--- config.mk ---
export PLATFORM = sky130hd
export DESIGN_NAME = wlc_warning_latch
export DESIGN_NICKNAME = d
export VERILOG_FILES = /design/src/wlc_pkg.sv /design/src/wlc_warning_latch.sv
export SDC_FILE = /design/constraint.sdc
export NUM_CORES = 1
export LEC_CHECK = 0
export BUFFER_PORTS_ARGS = -buffer_cell sky130_fd_sc_hd__buf_2
export CORE_AREA = 2 2 177 179
export DETAILED_ROUTE_END_ITERATION = 16
export DIE_AREA = 0 0 179 181
export SLEW_MARGIN = 20
export SYNTH_ARGS = -nofsm -noshare
export SYNTH_HDL_FRONTEND = slang
export SYNTH_SLANG_ARGS = --single-unit
--- constraint.sdc ---
create_clock -name clk -period 4.36 [get_ports clk]
set_clock_uncertainty 0.2 [all_clocks]
set_input_delay 0.218 -clock clk [delete_from_list [all_inputs] [get_ports clk]]
set_output_delay 0.218 -clock clk [all_outputs]
set_load 0.005 [all_outputs]
--- src/wlc_pkg.sv ---
// Constants and types for the warning latch and clear block.
// Assumes one 125 MHz control clock; all users reference names as wlc_pkg::name.
package wlc_pkg;

  // ****************************************************************
  // Sizes and fields
  // ****************************************************************
  localparam int          NUM_WARN       = 8;              // Warning sources, index 0 is battery
  localparam int          BATT_IDX       = 0;
  localparam int          SEL_W          = 6;              // Selection value 0..40
  localparam int          SETUP_EXT_BIT  = 0;
  localparam int          SETUP_GEN_BIT  = 1;
  localparam logic [1:0]  SETUP_RESET    = 2'h0;
  localparam logic [7:0]  ALM_MAIN_COMM  = 8'h62;          // Main code 98
  localparam logic [3:0]  ALM_SUB_COMM2  = 4'h2;
  localparam logic [3:0]  ALM_SUB_COMM3  = 4'h3;
  localparam logic [3:0]  ALM_SUB_DIAG   = 4'h5;
  localparam logic [7:0]  ALM_MAIN_OTHER = 8'hFF;          // Generic other-error code
  localparam logic [3:0]  ALM_SUB_OTHER  = 4'h0;

  // ****************************************************************
  // Timing
  // ****************************************************************
  localparam int          CLK_HZ         = 125_000_000;
  localparam int          CLEAR_DELAY_MS = 1000;           // One second
  localparam int          CLEAR_CYCLES   = CLK_HZ / 1000 * CLEAR_DELAY_MS;
  localparam int          CNT_W          = 27;

  typedef enum logic [1:0] {WLC_IDLE, WLC_ACTIVE, WLC_HOLD} wlc_state_e;

endpackage : wlc_pkg

--- src/wlc_warning_latch.sv ---
// Warning latch, timed release and hardware alarm reporting for a servo drive.
// Assumes raw causes come from same-clock logic except encoder batt release (pin).
`timescale 1ns/1ps

module wlc_warning_latch #(
  parameter int unsigned CLEAR_CYCLES = wlc_pkg::CLEAR_CYCLES // Shorten in simulation
) (
  input  wire logic                          clk,                  // 125 MHz control clock
  input  wire logic                          reset_n,              // Sync reset, active low
  input  wire logic [wlc_pkg::NUM_WARN-1:0]  warn_cause,           // Raw warning causes
  input  wire logic [wlc_pkg::NUM_WARN-1:0]  warn_is_extended,     // 1 marks an extended warning
  input  wire logic [wlc_pkg::NUM_WARN-1:0]  warn_mask,            // 1 disables detection
  input  wire logic [1:0]                    warning_latch_setup,  // Bit0 ext, bit1 general
  input  wire logic                          alarm_clear,          // Alarm clear request pulse
  input  wire logic                          enc_batt_latched,     // Encoder battery latch (pin)
  input  wire logic [wlc_pkg::SEL_W-1:0]     warn_sel_one,         // Selection for pin one
  input  wire logic [wlc_pkg::SEL_W-1:0]     warn_sel_two,         // Selection for pin two
  input  wire logic                          comm_hw_fault_a,      // Network peripheral fault A
  input  wire logic                          comm_hw_fault_b,      // Network peripheral fault B
  input  wire logic                          cur_det_fault,        // Current detector abnormal
  input  wire logic                          ctrl_malfunction,     // Control circuit malfunction
  input  wire logic                          self_diag_fail,       // Unspecified self-check fail
  output logic [wlc_pkg::NUM_WARN-1:0]       warn_active,          // Warning state per source
  output logic                               warning_output_one,   // Selected warning pin one
  output logic                               warning_output_two,   // Selected warning pin two
  output logic                               alarm_valid,          // Hardware alarm held
  output logic [7:0]                         alarm_main,           // Alarm main code
  output logic [3:0]                         alarm_sub             // Alarm sub code
);

  // ****************************************************************
  // Encoder latch input synchroniser
  // ****************************************************************
  logic [2:0] batt_sync_r;
  logic [2:0] batt_sync_nxt;
  logic       batt_enc_r;
  logic       batt_enc_nxt;

  // Three stages; level accepted once stages two and three agree
  always_comb begin
    batt_sync_nxt = {batt_sync_r[1:0], enc_batt_latched};
    batt_enc_nxt  = (batt_sync_r[2] == batt_sync_r[1]) ? batt_sync_r[2] : batt_enc_r;
  end

  always_ff @(posedge clk) begin
    if (!reset_n) begin
      batt_sync_r <= 3'h0;
      batt_enc_r  <= 1'b0;
    end else begin
      batt_sync_r <= batt_sync_nxt;
      batt_enc_r  <= batt_enc_nxt;
    end
  end

  // ****************************************************************
  // Per-warning state machine and release timer
  // ****************************************************************
  wlc_pkg::wlc_state_e state_r   [wlc_pkg::NUM_WARN];
  wlc_pkg::wlc_state_e state_nxt [wlc_pkg::NUM_WARN];
  logic [wlc_pkg::CNT_W-1:0] cnt_r   [wlc_pkg::NUM_WARN];
  logic [wlc_pkg::CNT_W-1:0] cnt_nxt [wlc_pkg::NUM_WARN];

  genvar gi;
  generate
    for (gi = 0; gi < wlc_pkg::NUM_WARN; gi++) begin : g_warn
      logic cause;
      logic latch_en;
      // Masked causes never raise; cause is the early indication ahead of a trip
      assign cause    = warn_cause[gi] & ~warn_mask[gi];
      // Extended warnings use bit 0, general ones bit 1
      assign latch_en = warn_is_extended[gi] ? warning_latch_setup[wlc_pkg::SETUP_EXT_BIT]
                                             : warning_latch_setup[wlc_pkg::SETUP_GEN_BIT];

      // A cause arriving with a clear keeps the warning set: set wins
      always_comb begin
        state_nxt[gi] = state_r[gi];
        cnt_nxt[gi]   = cnt_r[gi];
        if (gi == wlc_pkg::BATT_IDX) begin
          // Battery ignores local setup; it follows the encoder's own latch
          if (cause || batt_enc_r) begin
            state_nxt[gi] = wlc_pkg::WLC_ACTIVE;
          end else begin
            state_nxt[gi] = wlc_pkg::WLC_IDLE;
          end
          cnt_nxt[gi] = '0;
        end else begin
          case (state_r[gi])
            wlc_pkg::WLC_IDLE: begin
              cnt_nxt[gi] = '0;
              if (cause) begin
                state_nxt[gi] = wlc_pkg::WLC_ACTIVE;
              end
            end
            wlc_pkg::WLC_ACTIVE: begin
              cnt_nxt[gi] = '0;
              if (!cause) begin
                state_nxt[gi] = wlc_pkg::WLC_HOLD;
              end
            end
            default: begin
              if (cause) begin
                // Cause came back: restart the delay
                state_nxt[gi] = wlc_pkg::WLC_ACTIVE;
                cnt_nxt[gi]   = '0;
              end else if (latch_en) begin
                // Held until the alarm clear procedure
                cnt_nxt[gi] = '0;
                if (alarm_clear) begin
                  state_nxt[gi] = wlc_pkg::WLC_IDLE;
                end
              end else if (cnt_r[gi] >= wlc_pkg::CNT_W'(CLEAR_CYCLES - 1)) begin
                state_nxt[gi] = wlc_pkg::WLC_IDLE;
                cnt_nxt[gi]   = '0;
              end else begin
                cnt_nxt[gi] = cnt_r[gi] + wlc_pkg::CNT_W'(1);
              end
            end
          endcase
        end
      end

      always_ff @(posedge clk) begin
        if (!reset_n) begin
          state_r[gi] <= wlc_pkg::WLC_IDLE;
          cnt_r[gi]   <= '0;
        end else begin
          state_r[gi] <= state_nxt[gi];
          cnt_r[gi]   <= cnt_nxt[gi];
        end
      end

      assign warn_active[gi] = (state_r[gi] != wlc_pkg::WLC_IDLE);
    end
  endgenerate

  // The battery entry never uses its timer; it drops as soon as the encoder latch
  // and the local cause are both gone, so the one-second hold does not apply to it

  // ****************************************************************
  // Warning output pins
  // ****************************************************************
  logic out_one_nxt;
  logic out_two_nxt;
  logic out_one_r;
  logic out_two_r;

  // Value 0 is the OR of all; 1..N picks one source; beyond N reads low
  function automatic logic pick(input logic [wlc_pkg::SEL_W-1:0] sel,
                                input logic [wlc_pkg::NUM_WARN-1:0] act);
    logic r;
    r = 1'b0;
    if (sel == '0) begin
      r = |act;
    end else if (int'(sel) <= wlc_pkg::NUM_WARN) begin
      r = act[int'(sel) - 1];
    end
    return r;
  endfunction

  always_comb begin
    out_one_nxt = pick(warn_sel_one, warn_active);
    out_two_nxt = pick(warn_sel_two, warn_active);
  end

  always_ff @(posedge clk) begin
    if (!reset_n) begin
      out_one_r <= 1'b0;
      out_two_r <= 1'b0;
    end else begin
      out_one_r <= out_one_nxt;
      out_two_r <= out_two_nxt;
    end
  end

  assign warning_output_one = out_one_r;
  assign warning_output_two = out_two_r;

  // ****************************************************************
  // Hardware fault alarms
  // ****************************************************************
  logic       alm_v_r;
  logic       alm_v_nxt;
  logic [7:0] alm_main_r;
  logic [7:0] alm_main_nxt;
  logic [3:0] alm_sub_r;
  logic [3:0] alm_sub_nxt;

  // First alarm is kept; these faults need a power cycle, so clear is not honoured
  always_comb begin
    alm_v_nxt    = alm_v_r;
    alm_main_nxt = alm_main_r;
    alm_sub_nxt  = alm_sub_r;
    if (!alm_v_r) begin
      if (comm_hw_fault_a) begin
        alm_v_nxt    = 1'b1;
        alm_main_nxt = wlc_pkg::ALM_MAIN_COMM;
        alm_sub_nxt  = wlc_pkg::ALM_SUB_COMM2;
      end else if (comm_hw_fault_b) begin
        alm_v_nxt    = 1'b1;
        alm_main_nxt = wlc_pkg::ALM_MAIN_COMM;
        alm_sub_nxt  = wlc_pkg::ALM_SUB_COMM3;
      end else if (cur_det_fault) begin
        alm_v_nxt    = 1'b1;
        alm_main_nxt = wlc_pkg::ALM_MAIN_COMM;
        alm_sub_nxt  = wlc_pkg::ALM_SUB_DIAG;
      end else if (ctrl_malfunction || self_diag_fail) begin
        alm_v_nxt    = 1'b1;
        alm_main_nxt = wlc_pkg::ALM_MAIN_OTHER;
        alm_sub_nxt  = wlc_pkg::ALM_SUB_OTHER;
      end
    end
  end

  always_ff @(posedge clk) begin
    if (!reset_n) begin
      alm_v_r    <= 1'b0;
      alm_main_r <= 8'h00;
      alm_sub_r  <= 4'h0;
    end else begin
      alm_v_r    <= alm_v_nxt;
      alm_main_r <= alm_main_nxt;
      alm_sub_r  <= alm_sub_nxt;
    end
  end

  assign alarm_valid = alm_v_r;
  assign alarm_main  = alm_main_r;
  assign alarm_sub   = alm_sub_r;

endmodule // wlc_warning_latch

==> impl_metrics.env <==
export IMPL_status="finished, final reports clean"
export IMPL_drt_antenna_violating_nets=0
export IMPL_post_layout_nonfiller_instances=1748
export IMPL_setup_viol=0
export IMPL_finalHoldViolations=0
export IMPL_clkSinkCount=216
export IMPL_p_int_mw=3.23
export IMPL_diodes=0
export IMPL_fp_coreArea_um2=30300
export IMPL_holdCritPathClass="primary input to flop"
export IMPL_ir_drop_uv=252
export IMPL_worstPathRequired_ps=4620
export IMPL_globalplace_congestion=0.794
export IMPL_switchingPower_uw=918
export IMPL_synth_net_count=1304
export IMPL_tns_ps=0
export IMPL_drc_errors=0
export IMPL_clock_path_buffers=3
export IMPL_syn_avg_cell_area_um2=8.41
export IMPL_crit_path_top_delay_cell="dlygate4sd3_1"
export IMPL_grt_overflow=0
export IMPL_timing_max_slew_rel_slack=0.286
export IMPL_root_buffer="clkbuf_16"
export IMPL_die_x_um=179
export IMPL_pwr_share_seq=0.481
export IMPL_post_synth_inst_count=1248
export IMPL_antenna_found_initial=0
export IMPL_worst_hold_path_num_cells=4
export IMPL_max_freq_mhz=351
export IMPL_synth_edff_count=0
export IMPL_async_reset_ff_frac=0
export IMPL_power_leakage_nw=3.81
export IMPL_final_max_slew_viols=0
export IMPL_vias=8942
export IMPL_sw_ratio=0.221
export IMPL_cts_htree_levels=1
export IMPL_io_pins=70
export IMPL_timing_critical_path_slowest_cell_delay_ps=590
export IMPL_netlist_area_um2=10500
export IMPL_setup_worst_path_end_class="flop"
export IMPL_rsz0062_at_grt="no"
export IMPL_dominantRegCellSynth="dfxtp_1"
export IMPL_power_per_cell_area_nw_per_um2=338
export IMPL_yosysWarningCount=0
export IMPL_worst_r2r_cell_count=6
export IMPL_start_util=0.346
export IMPL_drt_first_pass_iters=5
export IMPL_detail_route_vias_per_cell=5.12
export IMPL_power_share_clock=0.475
export IMPL_worst_path_max_fanout=25
export IMPL_cpMostUsedCell="dlygate4sd3_1"
export IMPL_maximum_number_of_pins_on_one_net_before_global_route_repair=29
export IMPL_max_cap_violations=0
export IMPL_placedCellCount=1660
export IMPL_critical_path_cell_chain="dlygate4sd3_1 > buf_2 > inv_1 > buf_4 > nor3_1 > dlygate4sd3_1 > o211a_1 > a31o_2 > dlygate4sd3_1"
export IMPL_die_height_um=181
export IMPL_crit_path_start_kind="primary input"
export IMPL_final_cell_area_um2=12300
export IMPL_dp_hpwl_mm=16.0
export IMPL_yosys_cell_types_count=66
export IMPL_synth_ff_latch_count=216
export IMPL_power_frac_comb=0.045
export IMPL_num_nets_final=1391
export IMPL_clk_transition_reported_paths_ps=60
export IMPL_route_detailed_wl_per_inst_um=13.7
export IMPL_drt_wl_total_mm=23.9
export IMPL_floorplan_rows=64
export IMPL_grt_pass1_vias=8190
export IMPL_cts_repair_timing_setup_buffer_count=0
export IMPL_finalCriticalPeriod_ps=2850
export IMPL_cp_arrival_ps=3110
export IMPL_dpl_cell_area_um2=11100
export IMPL_layout_area_overhead_vs_synth_pct=17.3
export IMPL_post_route_cells_drive_above_1_share=0.0969
export IMPL_synth_sequential_area_ratio=0.412
export IMPL_worst_pin_slew_ps=1070
export IMPL_timing_worst_setup_path_type="primary input to flop"
export IMPL_initial_drc_count=458
export IMPL_cts_buffers=25
export IMPL_fillCellCount=3042
export IMPL_min_period_over_period=0.654
export IMPL_clk_latency_ps=520
export IMPL_dieArea_um2=32400
export IMPL_tritoncts="built"
export IMPL_totalPowerFinal_mw=4.15
export IMPL_globalRouteTotalUtil=0.146
export IMPL_grt_first_pass_wirelength_mm=39.6
export IMPL_io_buffers=67
[what timing repair did]
item	CTS	global route
endpoints found under the setup margin	0	0
gates resized for setup	0	0
endpoints found under the hold margin	23	0
hold buffers	44	0
[final cells by class]
cell class	instances	area, um^2	share of cell area
Timing Repair Buffer	117	821	0.0667
Multi-Input combinational cell	922	5700	0.463
Clock buffer	36	697	0.0567
Clock inverter	8	68.8	0.00559
Inverter	53	199	0.0162
Tap cell	396	495	0.0403
Sequential cell	216	4320	0.352
[logic make-up (layout without fill, tap and decap cells)]
family          after synthesis  in the layout  synth area share
xor+xnor                    167            167             0.139
mux                          14             14            0.0184
other cells                   1              1          0.000357
buf+inv                     110            214            0.0471
simple gates                632            632             0.309
flops                       216            216             0.412
compound gates               98             98            0.0615
fa+ha+maj                    10             10            0.0117
[power by group through the flow]
stage,clock network [mW],registers [mW],logic [mW]
after floorplan,0,2.04,0.0876
after global placement,0,2.04,0.152
after detailed placement,0,2.04,0.154
after CTS,2.04,2.00,0.185
after global routing,2.11,2.00,0.205
final,1.97,2.00,0.185
[placed cells by master (no fill, tap or decap), types with 28 or more instances in the layout]
cell           instances
buf_2                 67
dlygate4sd3_1         44
xor2_1                47
nand3_1               80
nor2_1               138
a21oi_1               28
nand4_1               44
inv_1                 53
nor4_1                37
dfxtp_1              216
xnor2_1              120
nor3_1               159
nand2_1               71
[cell usage after synthesis, types with 2 or more instances]
library cell / instances / share of area
nor2_1: 138 / 0.049
and2_0: 2 / 0.0012
xnor2_1: 120 / 0.10
dfxtp_1: 216 / 0.41
and2_1: 13 / 0.0078
nand4_1: 44 / 0.026
a311oi_1: 2 / 0.0017
a21oi_1: 29 / 0.014
clkbuf_1: 28 / 0.010
or4_1: 5 / 0.0036
and4_1: 19 / 0.016
o2111a_1: 2 / 0.0021
nor4b_1: 2 / 0.0017
buf_2: 11 / 0.0052
mux2i_1: 8 / 0.0076
and3_1: 21 / 0.013
inv_1: 53 / 0.019
buf_1: 2 / 0.00072
mux2_2: 2 / 0.0021
nor4_1: 38 / 0.023
o21ai_0: 24 / 0.011
buf_4: 14 / 0.010
nand2_1: 71 / 0.025
mux4_2: 4 / 0.0086
o22ai_1: 5 / 0.0030
nand2b_1: 11 / 0.0066
buf_6: 2 / 0.0021
xor2_1: 47 / 0.039
nand3_1: 81 / 0.039
a211oi_1: 5 / 0.0036
nor3b_1: 5 / 0.0036
a41oi_1: 5 / 0.0042
nor3_1: 159 / 0.076
or4b_1: 2 / 0.0019
ha_1: 9 / 0.011
or3_1: 10 / 0.0060
a31oi_1: 10 / 0.0060
[state kept, by name, summed over array words and instances, names as in the netlist]
name,count
alarm_sub,3
cnt_r,189
alarm_main,2
alarm_valid,1
warning_output_one,1
state_r,15
batt_enc_r,1
warning_output_two,1
batt_sync_r,3
[stage by stage]
step                      utilization  worst slack, ps  hold slack [ps]
after floorplan                     -             2250              145
after detailed placement        0.365             1720              230
final                           0.405             1510             8.66
after CTS                       0.405             1560            0.727
after global routing            0.405             1470             27.1
after global placement          0.365             1710              232
[worst max-delay path, delay by kind of cell]
family,cells,cell delay (ps)
buffers and inverters,6,2430
AND/OR/NAND/NOR,1,200
AO/OA/AOI/OAI,2,240
[metal layers]
metal  track usage  vias up  part of all wire
met2         0.221      170              0.43
li1              -     4579                 -
met3        0.0290       32             0.052
met4        0.0455        0             0.026
met1         0.207     4161              0.49
met5             0        -                 0
[worst paths after layout]
kind                 from  slack, ps                 end
min reg2reg  cnt_r[1][27]        250        cnt_r[1][27]
min          warn_mask[3]          9       state_r[0][6]
max reg2reg  cnt_r[0][72]       1700       state_r[0][4]
max               reset_n       1510  warning_output_two
No activity file was read; power rests on OpenSTA's default activity.
